**src/rtl/irq_agg_regs.vh**
```
// Register offsets, field positions and reset values of the receive interrupt aggregator.
`ifndef IRQ_AGG_REGS_VH
`define IRQ_AGG_REGS_VH

// ----------------------------------------------------------------
// Register offsets
// ----------------------------------------------------------------
`define ADDR_GLOBAL_CONTROL    8'h23
`define ADDR_GLOBAL_STATUS     8'h24
`define ADDR_PORT_SELECT       8'h4c
`define ADDR_STATUS_FIRST      8'h4d
`define ADDR_STATUS_SECOND     8'h4e
`define ADDR_IRQ_ENABLE_HIGH   8'hd8
`define ADDR_IRQ_ENABLE_LOW    8'hd9
`define ADDR_IRQ_STATUS_HIGH   8'hda
`define ADDR_IRQ_STATUS_LOW    8'hdb

// ----------------------------------------------------------------
// Global control and status fields
// ----------------------------------------------------------------
`define BIT_GLOBAL             7
`define BIT_PORT1              1
`define BIT_PORT0              0
`define MASK_GLOBAL_CONTROL    8'h83

// ----------------------------------------------------------------
// Port select fields
// ----------------------------------------------------------------
`define BIT_WRITE_PORT0        0
`define BIT_WRITE_PORT1        1
`define BIT_READ_PORT          4

// ----------------------------------------------------------------
// First receive status fields
// ----------------------------------------------------------------
`define FIELD_FIRST_PORT       7:6
`define BIT_FIRST_CRC          5
`define BIT_FIRST_LOCK_CHG     4
`define BIT_FIRST_SEQ          3
`define BIT_FIRST_PARITY       2
`define BIT_FIRST_PASS         1
`define BIT_FIRST_LOCK         0

// ----------------------------------------------------------------
// Second receive status fields
// ----------------------------------------------------------------
`define BIT_SECOND_ENC         5
`define BIT_SECOND_SETTLED     2
`define BIT_SECOND_NO_CLK      1

// ----------------------------------------------------------------
// Port interrupt status and enable fields (low: parity/pass/lock, high: enc/seq/crc)
// ----------------------------------------------------------------
`define BIT_LOW_PARITY         2
`define BIT_LOW_PASS           1
`define BIT_LOW_LOCK           0
`define BIT_HIGH_ENC           2
`define BIT_HIGH_SEQ           1
`define BIT_HIGH_CRC           0

// ----------------------------------------------------------------
// Reset values
// ----------------------------------------------------------------
`define RST_BYTE               8'h00
`define RST_PORT_SELECT        8'h01

`endif

```
**src/rtl/port_event_latch.v**
```verilog
// Latched-high event bits of one receive port, with clear on status read.
`include "irq_agg_regs.vh"

module port_event_latch (
    // Clock and reset
    input  wire       sys_clk,
    input  wire       srst,
    // Event pulses from the link
    input  wire       lock_change_evt,
    input  wire       parity_evt,
    input  wire       pass_evt,
    input  wire       encode_evt,
    input  wire       order_evt,
    input  wire       checksum_evt,
    // Clears from status reads
    input  wire       clear_first,
    input  wire       clear_second,
    // Latched flags
    output reg  [2:0] low_flags_q,
    output reg  [2:0] high_flags_q,
    output reg        lock_change_q
);

    wire [2:0] low_set;
    wire [2:0] high_set;

    assign low_set  = {parity_evt, pass_evt, lock_change_evt};
    assign high_set = {encode_evt, order_evt, checksum_evt};

    // ----------------------------------------------------------------
    // Event latches
    // ----------------------------------------------------------------
    // Set has priority over the read clear, so an event in the read cycle survives.
    // Parity, pass, lock, sequence and CRC clear on the first register; encode error on the second.
    always @(posedge sys_clk) begin
        if (srst) begin
            low_flags_q   <= 3'h0;
            high_flags_q  <= 3'h0;
            lock_change_q <= 1'b0;
        end else begin
            low_flags_q   <= low_set | (low_flags_q & {3{~clear_first}});  // RULE18
            high_flags_q[`BIT_HIGH_ENC] <= encode_evt |
                (high_flags_q[`BIT_HIGH_ENC] & ~clear_second);  // RULE8
            high_flags_q[`BIT_HIGH_SEQ] <= order_evt | (high_flags_q[`BIT_HIGH_SEQ] & ~clear_first);
            high_flags_q[`BIT_HIGH_CRC] <= checksum_evt | (high_flags_q[`BIT_HIGH_CRC] & ~clear_first);
            lock_change_q <= lock_change_evt | (lock_change_q & ~clear_first);  // RULE1
        end
    end

endmodule

```
**src/rtl/port_irq_mask.v**
```verilog
// Per-port enable mask that reduces the latched flags to one pending line.
module port_irq_mask (
    // Latched flags and masks
    input  wire [2:0] low_flags,
    input  wire [2:0] high_flags,
    input  wire [7:0] enable_low,
    input  wire [7:0] enable_high,
    // Result
    output wire       port_pending
);

    // Enables only gate the summary; flags themselves are never masked.
    assign port_pending = |(low_flags & enable_low[2:0]) | |(high_flags & enable_high[2:0]);  // RULE6

endmodule

```
**src/rtl/rx_irq_aggregator.v**
```verilog
// Top of the two-port receive interrupt aggregator with its register file.
// Contract
// RULE1: Status bits set on their event regardless of enable bits.
// RULE2: Pin asserts only when source enable and global enable are both set.
// RULE3: Port pending shows in global status even with global enable clear.
// RULE4: Interrupt pin is active low.
// RULE5: Pending conditions clear only by reading the source's status register.
// RULE6: Each port has high and low interrupt enable mask registers.
// RULE7: Each port has read-only interrupt status registers mirroring main status bits.
// RULE8: Reading first and second receive status registers clears port conditions.
// RULE9: Global status: bit7 global pending, bit1 port1, bit0 port0.
// RULE10: Global control: bit7 global enable, bit1 port1, bit0 port0.
// RULE11: Low port status: parity bit2, link pass bit1, lock bit0.
// RULE12: High port status: encode bit2, sequence bit1, CRC bit0.
// RULE13: First status: port number, CRC, lock change, seq, parity, pass, lock.
// RULE14: Second status: encode error bit5, settled bit2, clock missing bit1.
// RULE15: Host enables port mask, then port enable, then global enable.
// RULE16: Host must read receive status registers to clear an interrupt.
// RULE17: Paged registers reached through port select for writes and reads.
// RULE18: Latched-high bits hold until their register is read.
// RULE19: Pin stays asserted while any enabled pending condition remains.
`include "irq_agg_regs.vh"

module rx_irq_aggregator #(
    parameter PORTS = 2
) (
    // Clock and reset
    input  wire             sys_clk,
    input  wire             srst,
    // Register access port
    input  wire [7:0]       reg_addr,
    input  wire [7:0]       reg_wdata,
    input  wire             reg_write,
    input  wire             reg_read,
    output reg  [7:0]       reg_rdata,
    // Live link levels per port
    input  wire [PORTS-1:0] link_locked,
    input  wire [PORTS-1:0] link_clock_settled,
    input  wire [PORTS-1:0] link_clock_missing,
    // Link event pulses per port
    input  wire [PORTS-1:0] parity_fault_evt,
    input  wire [PORTS-1:0] quality_ok_evt,
    input  wire [PORTS-1:0] encoding_fault_evt,
    input  wire [PORTS-1:0] order_fault_evt,
    input  wire [PORTS-1:0] checksum_fault_evt,
    // Interrupt pin, open drain
    output wire             irq_out_n,
    output wire             irq_out_oe_n
);

    reg  [7:0]       global_control_q;
    reg  [7:0]       port_select_q;
    reg  [7:0]       enable_high_q [0:PORTS-1];
    reg  [7:0]       enable_low_q  [0:PORTS-1];
    reg  [PORTS-1:0] locked_prev_q;
    wire [2:0]       low_flags   [0:PORTS-1];
    wire [2:0]       high_flags  [0:PORTS-1];
    wire [PORTS-1:0] lock_change;
    wire [PORTS-1:0] port_pending;
    wire [PORTS-1:0] clear_first;
    wire [PORTS-1:0] clear_second;
    wire             read_port;
    wire             any_pending;
    wire             pin_active;
    wire [7:0]       global_status;
    integer          i;

    // ----------------------------------------------------------------
    // Helper functions
    // ----------------------------------------------------------------
    // A port takes a paged write when its write-select bit is set.
    function write_hits;
        input [7:0] sel;
        input integer port;
        begin
            write_hits = (port == 0) ? sel[`BIT_WRITE_PORT0] : sel[`BIT_WRITE_PORT1];
        end
    endfunction

    // Assemble the first receive status byte of a port.
    function [7:0] first_status;
        input       port_num;
        input [2:0] lowf;
        input [2:0] highf;
        input       lock_chg;
        input       locked;
        begin
            first_status = 8'h00;
            first_status[`FIELD_FIRST_PORT] = {1'b0, port_num};  // RULE13
            first_status[`BIT_FIRST_CRC]      = highf[`BIT_HIGH_CRC];
            first_status[`BIT_FIRST_LOCK_CHG] = lock_chg;
            first_status[`BIT_FIRST_SEQ]      = highf[`BIT_HIGH_SEQ];
            first_status[`BIT_FIRST_PARITY]   = lowf[`BIT_LOW_PARITY];
            first_status[`BIT_FIRST_PASS]     = lowf[`BIT_LOW_PASS];
            first_status[`BIT_FIRST_LOCK]     = locked;
        end
    endfunction

    assign read_port = port_select_q[`BIT_READ_PORT];  // RULE17

    // ----------------------------------------------------------------
    // Per-port event latches and masks
    // ----------------------------------------------------------------
    genvar g;
    generate
        for (g = 0; g < PORTS; g = g + 1) begin : gen_port
            // Reads clear only the port that the read selector points at.
            assign clear_first[g]  = reg_read && (reg_addr == `ADDR_STATUS_FIRST) && (read_port == g);  // RULE5
            assign clear_second[g] = reg_read && (reg_addr == `ADDR_STATUS_SECOND) && (read_port == g);  // RULE8

            port_event_latch u_latch (
                .sys_clk         (sys_clk),
                .srst            (srst),
                .lock_change_evt (link_locked[g] ^ locked_prev_q[g]),
                .parity_evt      (parity_fault_evt[g]),
                .pass_evt        (quality_ok_evt[g]),
                .encode_evt      (encoding_fault_evt[g]),
                .order_evt       (order_fault_evt[g]),
                .checksum_evt    (checksum_fault_evt[g]),
                .clear_first     (clear_first[g]),
                .clear_second    (clear_second[g]),
                .low_flags_q     (low_flags[g]),
                .high_flags_q    (high_flags[g]),
                .lock_change_q   (lock_change[g])
            );

            port_irq_mask u_mask (
                .low_flags    (low_flags[g]),
                .high_flags   (high_flags[g]),
                .enable_low   (enable_low_q[g]),
                .enable_high  (enable_high_q[g]),
                .port_pending (port_pending[g])
            );
        end
    endgenerate

    // ----------------------------------------------------------------
    // Global combine and pin
    // ----------------------------------------------------------------
    // Port pending shows in status whenever that port is enabled, even without the global enable.
    assign any_pending = (port_pending[0] & global_control_q[`BIT_PORT0]) |
                         (port_pending[1] & global_control_q[`BIT_PORT1]);  // RULE3
    assign global_status = {any_pending, 5'h00, port_pending[1] & global_control_q[`BIT_PORT1],
                            port_pending[0] & global_control_q[`BIT_PORT0]};  // RULE9
    assign pin_active = any_pending & global_control_q[`BIT_GLOBAL];  // RULE2 RULE19
    // Open drain: the pin is only ever pulled low, never driven high.
    assign irq_out_n    = 1'b0;  // RULE4
    assign irq_out_oe_n = ~pin_active;  // RULE4

    // ----------------------------------------------------------------
    // Register writes
    // ----------------------------------------------------------------
    // A paged write can reach both ports at once when both select bits are set.
    always @(posedge sys_clk) begin
        if (srst) begin
            global_control_q <= `RST_BYTE;
            port_select_q    <= `RST_PORT_SELECT;
            locked_prev_q    <= link_locked;  // A lock held steady across reset is not a change.
            for (i = 0; i < PORTS; i = i + 1) begin
                enable_high_q[i] <= `RST_BYTE;
                enable_low_q[i]  <= `RST_BYTE;
            end
        end else begin
            locked_prev_q <= link_locked;
            if (reg_write && reg_addr == `ADDR_GLOBAL_CONTROL) begin
                global_control_q <= reg_wdata & `MASK_GLOBAL_CONTROL;  // RULE10
            end
            if (reg_write && reg_addr == `ADDR_PORT_SELECT) begin
                port_select_q <= reg_wdata;  // RULE17
            end
            for (i = 0; i < PORTS; i = i + 1) begin
                if (reg_write && write_hits(port_select_q, i)) begin
                    if (reg_addr == `ADDR_IRQ_ENABLE_HIGH) begin
                        enable_high_q[i] <= reg_wdata;  // RULE6
                    end
                    if (reg_addr == `ADDR_IRQ_ENABLE_LOW) begin
                        enable_low_q[i] <= reg_wdata;  // RULE6
                    end
                end
            end
        end
    end

    // ----------------------------------------------------------------
    // Register reads
    // ----------------------------------------------------------------
    // Read data is registered; it reflects flag values before the same read's clear.
    always @(posedge sys_clk) begin
        if (srst) begin
            reg_rdata <= `RST_BYTE;
        end else if (reg_read) begin
            case (reg_addr)
                `ADDR_GLOBAL_CONTROL:  reg_rdata <= global_control_q;
                `ADDR_GLOBAL_STATUS:   reg_rdata <= global_status;  // RULE9
                `ADDR_PORT_SELECT:     reg_rdata <= port_select_q;
                `ADDR_STATUS_FIRST:    reg_rdata <= first_status(read_port, low_flags[read_port],
                                            high_flags[read_port], lock_change[read_port],
                                            link_locked[read_port]);  // RULE13
                `ADDR_STATUS_SECOND:   reg_rdata <= {2'b00, high_flags[read_port][`BIT_HIGH_ENC], 2'b00,
                                            link_clock_settled[read_port],
                                            link_clock_missing[read_port], 1'b0};  // RULE14
                `ADDR_IRQ_ENABLE_HIGH: reg_rdata <= enable_high_q[read_port];
                `ADDR_IRQ_ENABLE_LOW:  reg_rdata <= enable_low_q[read_port];
                `ADDR_IRQ_STATUS_HIGH: reg_rdata <= {5'h00, high_flags[read_port]};  // RULE7 RULE12
                `ADDR_IRQ_STATUS_LOW:  reg_rdata <= {5'h00, low_flags[read_port]};  // RULE7 RULE11
                default:               reg_rdata <= `RST_BYTE;
            endcase
        end
    end

endmodule

```
**config.mk**
```make
export PLATFORM = sky130hd
export DESIGN_NAME = rx_irq_aggregator
export DESIGN_NICKNAME = d
export VERILOG_FILES = /design/src/rtl/port_event_latch.v /design/src/rtl/port_irq_mask.v /design/src/rtl/rx_irq_aggregator.v
export VERILOG_INCLUDE_DIRS = /design/src /design/src/rtl
export SDC_FILE = /design/constraint.sdc
export NUM_CORES = 1
export LEC_CHECK = 0
export BUFFER_PORTS_ARGS = -buffer_cell sky130_fd_sc_hd__buf_2
export CAP_MARGIN = 30
export CORE_MARGIN = 3
export CORE_UTILIZATION = 55
export CTS_BUF_LIST = sky130_fd_sc_hd__clkbuf_16
export CTS_CLUSTER_SIZE = 12
export DETAILED_ROUTE_END_ITERATION = 12
export GPL_ROUTABILITY_DRIVEN = 0
export PLACE_DENSITY_LB_ADDON = 0.25
export SLEW_MARGIN = 20
export SYNTH_ARGS = -nofsm -noshare
export SYNTH_HDL_FRONTEND = slang
export SYNTH_SLANG_ARGS = --single-unit
```
**constraint.sdc**
```tcl
create_clock -name sys_clk -period 2.25 [get_ports sys_clk]
set_input_delay 0.3375 -clock sys_clk [delete_from_list [all_inputs] [get_ports sys_clk]]
set_output_delay 0.3375 -clock sys_clk [all_outputs]
set_load 0.01 [all_outputs]
```
==> impl_results.md <==
* Crit path DAT at 1670 ps
* Cts repair resizes at 0
* Largest net degree at the start of global routing at 30
* Final Hold Viols at 0
* Psw at 0.6763 mW
* Die W at 82.24 um
* Synth cell count leaders: 36 x dfxtp_1, 36 x nand2_1, 32 x edfxtp_1
* Setup ws final at 240.8 ps
* Post-Syn Nets at 333
* Final setup fails at 0
* Yosys cell types at 51
* Via density at 6.019
* Number of global-route vias before repair at 2419
* Clock share of power at 48.8%
* Ranking of synthesized cells by area: edfxtp_1 30%, dfxtp_1 23%, nand2_1 4.2%
* Crit Path Max Fanout at 2
* H-tree level count at 3
* Clock sinks at 68
* Number of flops mapped to enable cells by yosys at 32
* Syn Area/Cell at 10.76 um^2
* Mapped Cells at 297
* Logic pwr share at 6.5%
* Clock slew at reported path FFs at 50 ps
* FILL cells at 457
* First-pass GRT wire length at 12150 um
* RSZ-0062 raised after global routing: false
* Crit end category: output port
* Main synth FF type: dfxtp_1
* Total GRT Usage at 25.27%
* Grt ovf at 0
* Nets at 380
* Static Leak at 1.415 nW
* CTS tree: yes
* Internal power at 2.380 mW
* Sequential share of power at 44.7%
* Layout Area Growth over Synthesis at 18.83%
* Worst setup SP type: flop
* Setup Buffers After CTS at 0
* Crit Path Class: flop to output port
* Cts hold-fix bufs at 0
* Hold Crit Class: primary input to flop
* # rows at 27
* Pre-CTS setup slack at 178.8 ps
* Share of layout cells above drive strength 1 at 25.79%
* # IOs at 46
* Die Area at 6763 um^2
* PortBufs at 44
* Antenna Cells at 0
* Core Region at 5574 um^2
* Vias at 2534
* Slew headroom at 64.66%
* Max IR drop VDD at 558.7 uV
* Syn. warnings at 0
* Initial Util at 57.35%
* Cell Area, Synth at 3197 um^2
* DRT Pass-1 Iters at 5
* Area leader, netlist: edfxtp_1
* Clock Tree Buf Depth at 2
* DRT iter0 DRCs at 284
* Synth Register Bits at 68
* Tightest Pin Transition at 525.8 ps
* DRC at 0
* Sequential element share of the synthesized area at 52.60%
* Yosys top cell area share at 30.06%
* Routed len/inst at 19.06 um
* Hpwl dp at 5801 um
* CTS Buf Count at 9
* Post-synth ARST share at 0%
* Initial antenna violation count at 0
* Multi-input logic area at 1414 um^2
* Fmax at 0.4977 GHz
* Maxcap violations at 0
* Die Span Y at 82.24 um
* Clock skew at 6.384 ps
* Register area at 1682 um^2
* Fin. max-slew vios at 0
* Final period util at 89.30%
* PwrDens at 804.7 nW/um^2
* Tot Pwr at 3.057 mW
* Antenna viol nets, final at 0
* Min Clock Period, post-route at 2009 ps
* Outcome: completed
* Setup TNS Final at 0 ps
* Critical Path RT at 1910 ps
* Clock Latency Late Sink at 340 ps
* Root Buffer: clkbuf_16
* Switch share at 22.13%
* Wirelength, routed at 8026 um
==> registers in the layout, summed over array words and instances, names as in the netlist, named ones only <==
signal                          count
enable_low_q                       16
reg_rdata                           8
gen_port.u_latch.high_flags_q       6
enable_high_q                      16
gen_port.u_latch.low_flags_q        6
locked_prev_q                       2
global_control_q                    3
gen_port.u_latch.lock_change_q      2
port_select_q                       8
==> power by group through the flow <==
stage / sequential, mW / clock [mW] / combinational (mW)
after floorplan: 1.38 / 0 / 0.116
after global placement: 1.39 / 0 / 0.190
after detailed placement: 1.39 / 0 / 0.194
after CTS: 1.37 / 1.50 / 0.196
after global routing: 1.37 / 1.56 / 0.214
final: 1.37 / 1.49 / 0.198
==> critical path, cell delays in order (launching register included) <==
cell      delay [ps]
edfxtp_1         390
a22oi_1          230
nand3_1          170
a22oi_1          260
nand2b_1         140
buf_2            140
==> cell usage in the layout (no fill, tap or decap), types with 3 or more instances in the layout <==
cell type  count
a211oi_1       3
a21oi_1       25
a22o_1         3
a22oi_1       10
and2_1        18
buf_2         44
buf_4          8
clkbuf_16      9
dfxtp_1       36
edfxtp_1      32
inv_1          5
mux2_2         5
mux2i_1       10
mux4_2         6
nand2_1       36
nand3_1       12
nor2_1        22
nor3_1         6
nor3_2         5
o211ai_1       5
o21ai_0        4
or3b_1         3
==> metrics by stage <==
step	cells	hold slack (ps)	util [%]	instance area (um^2)
2_1_floorplan	297	365.2	-	3197
3_3_place_gp	405	451.1	62.45	3481
3_5_place_dp	405	458.2	62.45	3481
4_1_cts	421	149.2	68.15	3799
5_1_grt	421	151.2	68.15	3799
6_report	421	151.2	68.15	3799
==> area by class of cell <==
class                      instances  share of cell area [%]
sequential                        68                   44.27
multi-input combinational        209                   37.22
timing repair buffer              52                   7.378
clock buffer                       9                   5.929
clock inverter                     7                   2.437
tap                               72                   2.372
inverter                           4                  0.3953
==> final timing paths <==
kind / startpoint / cells after the start / endpoint / slack [ps]
worst min register to register: port_select_q[2] / 2 / port_select_q[2] / 470
worst min-delay path: link_locked[0] / 1 / locked_prev_q[0] / 150
worst max register to register: port_select_q[4] / 5 / reg_rdata[0] / 300
worst max-delay path: enable_low_q[1][1] / 5 / irq_out_oe_n / 240
==> per-layer routing <==
| layer | GRT usage, % | wire length, um |
|---|---|---|
| met4 | 12.29 | 267 |
| met5 | 0 | 0 |
| met3 | 5.640 | 507 |
| met2 | 40.95 | 3869 |
| met1 | 31.90 | 3382 |
==> cells by family (layout without fill, tap and decap cells) <==
logic type             after synthesis  after routing  share of synthesized area [%]
AO/OA/AOI/OAI                       63             63                          13.19
XOR/XNOR                             2              2                         0.5480
buffers and inverters               20             72                          3.170
flip-flops                          68             68                          52.60
multiplexers                        21             21                          9.119
other                                1              1                         0.1173
AND/OR/NAND/NOR                    122            122                          21.25
Power figures use the tool's default switching activity.
